[src/frc_pkg.sv]
/*
  frc_pkg: register map, field layouts, reset values and timing counts for the
  frequency set-point controller.
  Assumes a 20 MHz clock; frequencies are in 0.01 Hz units, times in 0.1 s units.
*/
package frc_pkg;
  // register byte offsets on the AHB-Lite slave
  localparam logic [7:0] FRC_CMD_OFF = 8'h00;
  localparam logic [7:0] FRC_SRC_OFF = 8'h04;
  localparam logic [7:0] FRC_MAXF_OFF = 8'h08;
  localparam logic [7:0] FRC_UPF_OFF = 8'h0c;
  localparam logic [7:0] FRC_LOWF_OFF = 8'h10;
  localparam logic [7:0] FRC_DSET_OFF = 8'h14;
  localparam logic [7:0] FRC_STORE_OFF = 8'h18;
  localparam logic [7:0] FRC_ACC_OFF = 8'h1c;
  localparam logic [7:0] FRC_JOG_OFF = 8'h20;
  localparam logic [7:0] FRC_KEY_OFF = 8'h24;
  localparam logic [7:0] FRC_STAT_OFF = 8'h28;
  // CMD register field positions
  localparam int FRC_CHAN_LSB = 0;
  localparam int FRC_LOWACT_LSB = 4;
  localparam int FRC_DIR_LSB = 8;
  localparam int FRC_MODE_LSB = 12;
  localparam int FRC_MACRO_LSB = 16;
  localparam int FRC_SERRUN_BIT = 24;
  localparam int FRC_SERREV_BIT = 25;
  // limits, 0.01 Hz units
  localparam logic [16:0] FRC_MAXF_FLOOR = 17'h01388; // 50.00 Hz
  localparam logic [16:0] FRC_MAXF_CEIL = 17'h1869c;  // 999.96 Hz
  localparam logic [16:0] FRC_UPF_FLOOR = 17'h0000a;  // 0.10 Hz
  localparam logic [16:0] FRC_MAXF_RST = 17'h01388;
  localparam logic [16:0] FRC_UPF_RST = 17'h01388;
  localparam logic [16:0] FRC_LOWF_RST = 17'h00000;
  localparam logic [16:0] FRC_DSET_RST = 17'h01388;
  // ramp times, 0.1 s units
  localparam logic [13:0] FRC_TIME_MIN = 14'h0001;
  localparam logic [13:0] FRC_TIME_MAX = 14'h270f;
  localparam logic [13:0] FRC_TIME_RST = 14'h0064; // 10.0 s
  // ramp tick: one tick per 0.1 s divided by 1000
  localparam int FRC_CLK_HZ = 20000000;
  localparam int FRC_TICK_US = 100; // ramp engine tick period
  localparam int FRC_TICK_CYC = FRC_CLK_HZ / 1000000 * FRC_TICK_US;
  localparam int FRC_UPDN_STEP = 1; // 0.01 Hz per tick of up/down terminal adjust
  localparam int FRC_UPDN_DIV = 1000; // clock cycles between adjust steps
  // enumerations
  typedef enum logic [1:0] {FRC_CH_KEY, FRC_CH_TERM, FRC_CH_SER, FRC_CH_RSV} frc_chan_type;
  localparam logic [2:0] FRC_SRC_POT = 3'h0;
  localparam logic [2:0] FRC_SRC_DIG = 3'h1;
  localparam logic [2:0] FRC_SRC_UPDN = 3'h2;
  localparam logic [2:0] FRC_SRC_AIN = 3'h3;
  localparam logic [2:0] FRC_SRC_COMB = 3'h4;
  localparam logic [2:0] FRC_SRC_COMM = 3'h6;
endpackage

[src/frc_ramp_if.sv]
/*
  frc_ramp_if: carries target, rate and result between set-point logic and ramp.
  Assumes one clock shared by both ends.
*/
interface frc_ramp_if;
  logic signed [17:0] target;
  logic [13:0] rampTime;
  logic [16:0] maxFreq;
  logic [16:0] upLimit;
  logic signed [17:0] outFreq;
  logic atTarget;
  modport ctl (output target, output rampTime, output maxFreq, output upLimit,
               input outFreq, input atTarget);
  modport ramp (input target, input rampTime, input maxFreq, input upLimit,
                output outFreq, output atTarget);
endinterface

[src/frc_ramp.sv]
/*
  frc_ramp: linear ramp of the output frequency toward the target.
  Assumes target is already clamped; sync active-high reset.
*/
module frc_ramp
  import frc_pkg::*;
(
  input wire logic clk,
  input wire logic rst,
  frc_ramp_if.ramp rp
);
  typedef struct packed {
    logic [35:0] acc;
    logic signed [17:0] freq;
    logic at;
  } frc_ramp_st_type;
  frc_ramp_st_type st_r, st_nxt;
  logic [35:0] span;

  // add maxFreq every clock, step once the sum reaches time*1000*tick cycles;
  // the span always exceeds maxFreq, so at most one step per clock is needed
  always_comb begin
    st_nxt = st_r;
    span = 36'(rp.rampTime) * 36'(FRC_TICK_CYC * 1000);
    if (st_r.freq == rp.target) begin
      st_nxt.acc = 36'h0; // no credit builds up while parked at the target
    end else begin
      st_nxt.acc = st_r.acc + 36'(rp.maxFreq);
      if (st_nxt.acc >= span) begin
        st_nxt.acc = st_nxt.acc - span;
        st_nxt.freq = (st_r.freq < rp.target) ? st_r.freq + 18'sd1 : st_r.freq - 18'sd1;
      end
    end
    if (st_nxt.freq > $signed({1'b0, rp.upLimit})) begin
      st_nxt.freq = $signed({1'b0, rp.upLimit});
    end
    st_nxt.at = (st_nxt.freq == rp.target);
  end

  always_ff @(posedge clk) begin
    if (rst) begin
      st_r <= '0;
    end else begin
      st_r <= st_nxt;
    end
  end

  assign rp.outFreq = st_r.freq;
  assign rp.atTarget = st_r.at;

  ramp_never_over_a: assert property (@(posedge clk) disable iff (rst)
    st_r.freq <= $signed({1'b0, rp.upLimit})) else $error("ramp above upper limit");
  ramp_unit_step_a: assert property (@(posedge clk) disable iff (rst)
    ($past(rp.upLimit) == rp.upLimit && !$past(rst)) |->
    (st_r.freq - $past(st_r.freq) <= 18'sd1)) else $error("ramp stepped too far");
endmodule

[src/frc_top.sv]
/*
  frc_top: set-point controller of a motor drive, with AHB-Lite registers.
  Assumes pins (terminals, keys) are asynchronous; one clock, sync reset.
*/
module frc_top
  import frc_pkg::*;
(
  input wire logic clk,
  input wire logic rst,
  input wire logic hsel,
  input wire logic [31:0] haddr,
  input wire logic [1:0] htrans,
  input wire logic hwrite,
  input wire logic [2:0] hsize,
  input wire logic [31:0] hwdata,
  input wire logic hready,
  output logic [31:0] hrdata,
  output logic hreadyout,
  output logic hresp,
  input wire logic forwardRunTerminal,
  input wire logic reverseRunTerminal,
  input wire logic upTerminal,
  input wire logic downTerminal,
  input wire logic rampSetTerminal,
  input wire logic jogTerminal,
  input wire logic runKey,
  input wire logic multiPurposeKey,
  input wire logic [11:0] potLevel,
  input wire logic [16:0] analogInput,
  input wire logic signed [17:0] pidFreq,
  input wire logic signed [17:0] plcFreq,
  input wire logic [16:0] nvOffset,
  output logic running,
  output logic reversePhase,
  output logic [16:0] outFreq,
  output logic [1:0] ctrlMode
);
  // pins: 4 terminals + rampset + jog + 2 keys, three-stage synchronised
  localparam int NPIN = 8;
  typedef struct packed {
    logic [NPIN-1:0] s1, s2, s3, pin;
    logic aPhase;
    logic [7:0] aAddr;
    logic [31:0] rdata;
    logic [1:0] chan;
    logic [1:0] lowAct;
    logic [1:0] dir;
    logic [1:0] mode;
    logic [3:0] macro;
    logic serRun, serRev;
    logic [2:0] src;
    logic [16:0] maxF, upF, lowF, dset;
    logic [1:0] stUnit, stTen, stHun, stTho;
    logic [13:0] acc1, dec1, acc2, dec2, jogAcc, jogDec;
    logic signed [17:0] offset;
    logic [9:0] updnDiv;
    logic run, reverse_run_terminal, lowStop, started;
    logic [16:0] freqOut;
    logic revPh;
  } frc_st_type;
  frc_st_type st_r, st_nxt;
  frc_ramp_if rp();
  logic [16:0] wv;
  logic signed [17:0] mainF, setF, tgt, lim;
  logic runReq, revReq, wrNow, keyRun, keyStop;
  logic [NPIN-1:0] pinIn;

  assign pinIn = {multiPurposeKey, runKey, jogTerminal, rampSetTerminal,
                  downTerminal, upTerminal, reverseRunTerminal, forwardRunTerminal};

  frc_ramp u_ramp (.clk(clk), .rst(rst), .rp(rp));

  // main source selection and set-point build-up
  always_comb begin
    case (st_r.src)
      FRC_SRC_POT: mainF = 18'((30'(potLevel) * 30'(st_r.maxF)) >> 12);
      FRC_SRC_DIG, FRC_SRC_UPDN: mainF = $signed({1'b0, st_r.dset}) + st_r.offset;
      FRC_SRC_AIN: mainF = $signed({1'b0, analogInput});
      FRC_SRC_COMB: mainF = $signed({1'b0, analogInput}) + $signed({1'b0, st_r.dset});
      FRC_SRC_COMM: mainF = $signed({1'b0, st_r.dset});
      default: mainF = 18'sd0; // reserved codes 5 and 7
    endcase
    case (st_r.stTho)
      2'd1: setF = mainF + pidFreq;
      2'd2: setF = mainF + plcFreq;
      default: setF = mainF;
    endcase
    lim = (setF < 18'sd0) ? -setF : setF;
    // below-lower-limit action
    if (lim < $signed({1'b0, st_r.lowF})) begin
      case (st_r.lowAct)
        2'd1: lim = $signed({1'b0, st_r.lowF});
        default: lim = 18'sd0;
      endcase
    end
    if (lim > $signed({1'b0, st_r.upF})) begin
      lim = $signed({1'b0, st_r.upF});
    end
    tgt = (st_r.run && !(st_r.reverse_run_terminal && st_r.dir == 2'd2)) ? lim : 18'sd0;
  end

  assign rp.target = tgt;
  assign rp.maxFreq = st_r.maxF;
  assign rp.upLimit = st_r.upF;
  // jog set wins, then the terminal picks the second set
  assign rp.rampTime = (rp.outFreq < tgt) ?
    (st_r.pin[5] ? st_r.jogAcc : (st_r.pin[4] ? st_r.acc2 : st_r.acc1)) :
    (st_r.pin[5] ? st_r.jogDec : (st_r.pin[4] ? st_r.dec2 : st_r.dec1));

  // run command from the selected channel only
  always_comb begin
    keyRun = st_r.pin[6] && !st_nxt.pin[6];
    keyStop = st_r.pin[7] && !st_nxt.pin[7];
    case (st_r.chan)
      2'd0: begin
        runReq = keyRun ? 1'b1 : (keyStop ? 1'b0 : st_r.run);
        revReq = 1'b0;
      end
      2'd1: begin
        runReq = st_r.pin[0] ^ st_r.pin[1];
        revReq = st_r.pin[1];
      end
      2'd2: begin
        runReq = st_r.serRun;
        revReq = st_r.serRev;
      end
      default: begin
        runReq = 1'b0;
        revReq = 1'b0;
      end
    endcase
  end

  assign wrNow = st_r.aPhase;
  assign wv = hwdata[16:0];

  // bus slave, registers, synchronisers and digital set-point
  always_comb begin
    st_nxt = st_r;
    st_nxt.s1 = pinIn;
    st_nxt.s2 = st_r.s1;
    st_nxt.s3 = st_r.s2;
    for (int i = 0; i < NPIN; i++) begin
      if (st_r.s2[i] == st_r.s3[i]) st_nxt.pin[i] = st_r.s3[i];
    end
    st_nxt.aPhase = hsel && hready && htrans[1] && hwrite;
    st_nxt.aAddr = haddr[7:0];
    if (hsel && hready && htrans[1] && !hwrite) begin
      case (haddr[7:0])
        FRC_CMD_OFF: st_nxt.rdata = {6'h00, st_r.serRev, st_r.serRun, 4'h0, st_r.macro,
          2'h0, st_r.mode, 2'h0, st_r.dir, 2'h0, st_r.lowAct, 2'h0, st_r.chan};
        FRC_SRC_OFF: st_nxt.rdata = {29'h0, st_r.src};
        FRC_MAXF_OFF: st_nxt.rdata = {15'h0, st_r.maxF};
        FRC_UPF_OFF: st_nxt.rdata = {15'h0, st_r.upF};
        FRC_LOWF_OFF: st_nxt.rdata = {15'h0, st_r.lowF};
        FRC_DSET_OFF: st_nxt.rdata = {15'h0, st_r.dset};
        FRC_STORE_OFF: st_nxt.rdata = {24'h0, st_r.stTho, st_r.stHun, st_r.stTen, st_r.stUnit};
        FRC_ACC_OFF: st_nxt.rdata = {2'h0, st_r.dec1, 2'h0, st_r.acc1};
        FRC_JOG_OFF: st_nxt.rdata = {2'h0, st_r.jogDec, 2'h0, st_r.jogAcc};
        FRC_KEY_OFF: st_nxt.rdata = {2'h0, st_r.dec2, 2'h0, st_r.acc2};
        FRC_STAT_OFF: st_nxt.rdata = {st_r.offset[17], st_r.run, st_r.reverse_run_terminal, st_r.lowStop,
          11'h0, st_r.freqOut};
        default: st_nxt.rdata = 32'h0;
      endcase
    end
    if (wrNow) begin
      case (st_r.aAddr)
        FRC_CMD_OFF: begin
          if (hwdata[1:0] <= 2'd2) st_nxt.chan = hwdata[1:0];
          if (hwdata[5:4] <= 2'd2) st_nxt.lowAct = hwdata[5:4];
          if (hwdata[9:8] <= 2'd2) st_nxt.dir = hwdata[9:8];
          if (hwdata[13:12] <= 2'd2) st_nxt.mode = hwdata[13:12];
          if (hwdata[19:16] <= 4'd10) st_nxt.macro = hwdata[19:16];
          st_nxt.serRun = hwdata[FRC_SERRUN_BIT];
          st_nxt.serRev = hwdata[FRC_SERREV_BIT];
        end
        FRC_SRC_OFF: st_nxt.src = hwdata[2:0];
        FRC_MAXF_OFF: begin
          if (wv >= FRC_MAXF_FLOOR && wv >= st_r.upF && wv <= FRC_MAXF_CEIL) st_nxt.maxF = wv;
        end
        FRC_UPF_OFF: begin
          if (wv >= FRC_UPF_FLOOR && wv >= st_r.lowF && wv <= st_r.maxF) st_nxt.upF = wv;
        end
        FRC_LOWF_OFF: begin
          if (wv <= st_r.upF) st_nxt.lowF = wv;
        end
        FRC_DSET_OFF: begin
          if (wv <= st_r.upF) st_nxt.dset = wv;
        end
        FRC_STORE_OFF: begin
          if (hwdata[7:6] <= 2'd2 && hwdata[5:4] <= 2'd1 && hwdata[3:2] <= 2'd1 &&
              hwdata[1:0] <= 2'd1) begin
            {st_nxt.stTho, st_nxt.stHun, st_nxt.stTen, st_nxt.stUnit} = hwdata[7:0];
          end
        end
        FRC_ACC_OFF: begin
          if (hwdata[13:0] >= FRC_TIME_MIN && hwdata[13:0] <= FRC_TIME_MAX) st_nxt.acc1 = hwdata[13:0];
          if (hwdata[29:16] >= FRC_TIME_MIN && hwdata[29:16] <= FRC_TIME_MAX) st_nxt.dec1 = hwdata[29:16];
        end
        FRC_JOG_OFF: begin
          if (hwdata[13:0] >= FRC_TIME_MIN && hwdata[13:0] <= FRC_TIME_MAX) st_nxt.jogAcc = hwdata[13:0];
          if (hwdata[29:16] >= FRC_TIME_MIN && hwdata[29:16] <= FRC_TIME_MAX) st_nxt.jogDec = hwdata[29:16];
        end
        FRC_KEY_OFF: begin
          if (hwdata[13:0] >= FRC_TIME_MIN && hwdata[13:0] <= FRC_TIME_MAX) st_nxt.acc2 = hwdata[13:0];
          if (hwdata[29:16] >= FRC_TIME_MIN && hwdata[29:16] <= FRC_TIME_MAX) st_nxt.dec2 = hwdata[29:16];
        end
        default: ;
      endcase
    end
    // up/down terminal adjustment of the offset, paced by a divider of clock cycles
    st_nxt.updnDiv = (st_r.updnDiv == 10'(FRC_UPDN_DIV - 1)) ? 10'h000 : st_r.updnDiv + 10'h001;
    if (st_r.updnDiv == 10'h000 && (st_r.src == FRC_SRC_UPDN || st_r.src == FRC_SRC_DIG)) begin
      if (st_r.pin[2] && !st_r.pin[3]) begin
        if ($signed({1'b0, st_r.dset}) + st_r.offset < $signed({1'b0, st_r.upF}))
          st_nxt.offset = st_r.offset + 18'(FRC_UPDN_STEP);
      end else if (st_r.pin[3] && !st_r.pin[2]) begin
        if (st_r.stHun == 2'd1 || $signed({1'b0, st_r.dset}) + st_r.offset > 18'sd0)
          st_nxt.offset = st_r.offset - 18'(FRC_UPDN_STEP);
      end
    end
    // run and stop
    st_nxt.lowStop = (st_r.lowAct == 2'd2) && (setF < $signed({1'b0, st_r.lowF}));
    st_nxt.run = runReq && !st_nxt.lowStop;
    st_nxt.reverse_run_terminal = revReq;
    if (st_r.run && !st_nxt.run && st_r.stTen == 2'd1) st_nxt.offset = 18'sd0;
    st_nxt.started = 1'b1;
    if (!st_r.started && st_r.stUnit == 2'd0) st_nxt.offset = $signed({1'b0, nvOffset});
    st_nxt.freqOut = rp.outFreq[16:0];
    // with reverse forbidden the phase order never flips
    st_nxt.revPh = (st_r.dir == 2'd1) ^ (st_r.reverse_run_terminal && st_r.dir != 2'd2);
  end

  always_ff @(posedge clk) begin
    if (rst) begin
      st_r <= '0;
      st_r.maxF <= FRC_MAXF_RST;
      st_r.upF <= FRC_UPF_RST;
      st_r.lowF <= FRC_LOWF_RST;
      st_r.dset <= FRC_DSET_RST;
      st_r.acc1 <= FRC_TIME_RST;
      st_r.dec1 <= FRC_TIME_RST;
      st_r.acc2 <= FRC_TIME_RST;
      st_r.dec2 <= FRC_TIME_RST;
      st_r.jogAcc <= FRC_TIME_RST;
      st_r.jogDec <= FRC_TIME_RST;
    end else begin
      st_r <= st_nxt;
    end
  end

  assign hrdata = st_r.rdata;
  assign hreadyout = 1'b1;
  assign hresp = 1'b0;
  assign running = st_r.run;
  assign reversePhase = st_r.revPh;
  assign outFreq = st_r.freqOut;
  assign ctrlMode = st_r.mode;

  limits_ordered_a: assert property (@(posedge clk) disable iff (rst)
    st_r.lowF <= st_r.upF && st_r.upF <= st_r.maxF) else $error("limits out of order");
  maxf_range_a: assert property (@(posedge clk) disable iff (rst)
    st_r.maxF >= FRC_MAXF_FLOOR && st_r.maxF <= FRC_MAXF_CEIL) else $error("max freq range");
  bad_write_kept_a: assert property (@(posedge clk) disable iff (rst)
    (wrNow && st_r.aAddr == FRC_LOWF_OFF && wv > st_r.upF) |=> $stable(st_r.lowF))
    else $error("bad lower limit taken");
  chan_serial_a: assert property (@(posedge clk) disable iff (rst)
    (st_r.chan == 2'd2 && !st_r.serRun) |=> !st_r.run) else $error("serial stop ignored");
  rev_forbid_a: assert property (@(posedge clk) disable iff (rst)
    (st_r.run && st_r.reverse_run_terminal && st_r.dir == 2'd2) |-> tgt == 18'sd0)
    else $error("reverse not held at zero");
  low_stop_a: assert property (@(posedge clk) disable iff (rst)
    (st_r.lowAct == 2'd2 && setF < $signed({1'b0, st_r.lowF})) |=> !st_r.run)
    else $error("below lower limit still running");
  updn_hold_a: assert property (@(posedge clk) disable iff (rst)
    (st_r.pin[2] && st_r.pin[3] && !wrNow && st_r.started && !(st_r.run && !st_nxt.run))
    |=> $stable(st_r.offset)) else $error("both terminals moved set-point");
  phase_inv_a: assert property (@(posedge clk) disable iff (rst)
    (st_r.dir == 2'd1 && !st_r.reverse_run_terminal) ##1 (st_r.dir == 2'd1 && !st_r.reverse_run_terminal) |=> st_r.revPh)
    else $error("phase not inverted");
endmodule

[config.mk]
export PLATFORM = sky130hd
export DESIGN_NAME = frc_top
export DESIGN_NICKNAME = d
export VERILOG_FILES = /design/src/frc_pkg.sv /design/src/frc_ramp_if.sv /design/src/frc_ramp.sv /design/src/frc_top.sv
export SDC_FILE = /design/constraint.sdc
export NUM_CORES = 2
export LEC_CHECK = 0
export ABC_AREA = 1
export BUFFER_PORTS_ARGS = -buffer_cell sky130_fd_sc_hd__buf_4
export CAP_MARGIN = 25
export CORE_UTILIZATION = 60
export DETAILED_ROUTE_END_ITERATION = 8
export PLACE_DENSITY_LB_ADDON = 0.25
export RECOVER_POWER = 50
export REMOVE_ABC_BUFFERS = 1
export SLEW_MARGIN = 40
export SYNTH_ARGS = -nofsm -noshare
export SYNTH_HDL_FRONTEND = slang
export SYNTH_HIERARCHICAL = 1
export SYNTH_SLANG_ARGS = --single-unit
export TNS_END_PERCENT = 10
[constraint.sdc]
create_clock -name clk -period 25.9 [get_ports clk]
set_input_delay 0 -clock clk [delete_from_list [all_inputs] [get_ports clk]]
set_output_delay 0 -clock clk [all_outputs]
set_load 0.01 [all_outputs]
==> summary.md <==
| Metric | Value |
|---|---|
| Row cnt | 93 |
| Run status | complete, but fails checks |
| Placed insts | 6,571 |
| Gr ovfl total | 0 |
| Startpoint types | register |
| Setup TNS Final | 0 ns |
| Later-pin clock latency in the skew report | 0.60 ns |
| Critical-path maximum fanout | 28 |
| Most frequent cells in the layout | nand2_1 (1,312), inv_1 (951), ha_1 (467), a21oi_1 (459), nor2_1 (446) |
| CTS tree | done |
| Setup CP Type | reg -> reg |
| Final GP Congestion | 1.02 |
| Mapped Area | 39,000 µm² |
| VDD IR max | 0.254 mV |
| CP bufs+invs | 20 |
| Die area | 66,000 µm² |
| Fmax | 0.0416 GHz |
| LEAKAGE | 21.3 nW |
| Die height | 257 µm |
| Post-Synthesis Cells | 5,746 |
| Setup crit end kind | register |
| Drt total wl | 125,000 µm |
| Fin crit share | 92.8% |
| Hold path cells | 4 |
| Root buffer cell | clkbuf_16 |
| Wirelength per Cell | 18.7 µm |
| Final Cell Area | 42,200 µm² |
| Final nets | 6,659 |
| Share of layout cells above drive strength 1 | 6.40% |
| Total CTS buffers | 41 |
| Fin cells | 6,710 |
| Drt first-iter violations | 3,956 |
| CP required | 26.35 ns |
| P per Cell Area | 124 nW/µm² |
| DP Area | 40,400 µm² |
| Skew final | 0.0197 ns |
| Clk buf depth | 3 |
| GRT Total Usage | 37.5% |
| # DRC | 0 |
| Final Hold Vio Count | 0 |
| Arrival time worst endpoint | 24.49 ns |
| ANT nets after route | 0 |
| Vias | 38,867 |
| FF-to-FF path depth | 122 |
| Setup Fix Bufs, Post-CTS | 0 |
| RSZ-0062 raised after global routing | no |
| Reg clk slew, reported paths | 0.07 ns |
| Slew Viols, Final | 290 |
| Port bufs | 186 |
| Kind of cell adding the most delay to the critical path | simple AND/OR/NAND/NOR gates |
| Starting Density | 60.6% |
| Crit path top cell by count | nand2_1 |
| Worst Hold Class | in -> reg |
| Avg Vias per Cell | 5.79 |
| Rel. slew slack | -88.1% |
| Failing checks | capacitance limit, slew limit |
| Crit path depth | 122 |
| Post-DP HPWL | 96,400 µm |
| First-pass GRT wire length | 197,000 µm |
| Setup Viol. Count Final | 0 |
| Layout area overhead | 8.18% |
| Min Tclk post-route | 24.05 ns |
| Drt pass-1 iters | 7 |
| Chip Width | 257 µm |
| Core ar. | 64,300 µm² |
| Most common cell after layout, fill and taps aside | nand2_1 |
| N_diodes | 0 |
| Largest net degree at the start of global routing | 73 |
| Max incr delay on CP | 0.62 ns |
| Initial antenna violation count | 0 |
| CTS sink cnt | 354 |
| # IOs | 219 |
| Worst-Margin Slew | 2.82 ns |
| Number of global-route vias before repair | 36,659 |
| Avg Cell Area, Syn | 6.78 µm² |
| Fillers | 5,916 |
| YS warnings | 6 |
| Min Hold Slack | 0.163 ns |
| Slowest cell on the critical path | dfxtp_2 |
| Htree depth | 2 |
| Maxcap violations | 6 |
==> registers in the layout, summed over array words and instances, names as in the netlist, 16 cells and up <==
name	flops
outFreq	17
st_r	196
rp.upLimit	17
u_ramp/st_r	36
rp.maxFreq	17
st_nxt	16
u_ramp/rp.outFreq	18
hrdata	32
==> power breakdown <==
group | switching [mW] | internal, mW | total, mW | leakage (nW)
Clock | 0.259 | 0.320 | 0.578 | 0.630
Sequential | 0.0475 | 0.596 | 0.643 | 2.88
Combinational | 2.51 | 1.48 | 4.00 | 17.8
==> layout make-up <==
class / count / area, µm² / area share, %
clock inverter: 17 / 160 / 0.380
multi-input combinational: 4169 / 27000 / 64.0
sequential: 354 / 7100 / 16.8
inverter: 983 / 3700 / 8.76
clock buffer: 55 / 1130 / 2.68
tap: 855 / 1070 / 2.54
timing repair buffer: 277 / 2020 / 4.79
==> layer usage <==
metal | wire length (µm) | global-route usage, % | up-vias
met5 | 0 | 0 | -
met4 | 6880 | 18.6 | 0
met3 | 11800 | 6.14 | 407
met2 | 55600 | 60.4 | 1764
met1 | 51000 | 48.6 | 17997
li1 | - | - | 18699
==> worst paths after layout <==
kind / start / endpoint / slack, ns
max: rp.maxFreq[8] / u_ramp/rp.outFreq[11] / 1.85
min: upTerminal / st_nxt[286] / 0.16
max reg2reg: rp.maxFreq[8] / u_ramp/rp.outFreq[11] / 1.85
min reg2reg: st_nxt[287] / st_nxt[279] / 0.40
==> worst register-to-register path: cells and delay by family, from the launching register on <==
family / cells / cell delay (ns)
AND/OR/NAND/NOR: 60 / 8.47
adder cells (fa/ha/maj): 20 / 8.40
AO/OA/AOI/OAI: 20 / 3.60
buffers and inverters: 20 / 2.49
flip-flops: 1 / 0.62
XOR/XNOR: 2 / 0.35
==> through the flow <==
step | total power, mW | setup WS [ns] | utilization (%)
after floorplan | 3.70 | 5.17 | -
after global placement | 4.51 | 1.72 | 62.8
after detailed placement | 4.56 | 1.43 | 62.8
after CTS | 5.18 | 1.36 | 65.8
after global routing | 5.77 | 0.0283 | 65.5
final | 5.22 | 1.85 | 65.5
==> timing repair <==
action | 4_1_cts | 5_1_grt
setup endpoints to repair | 0 | 17
hold endpoints to repair | 140 | 0
gates resized for setup | 0 | 17
hold buffers | 66 | 0
(Power assumes the default switching activity.)
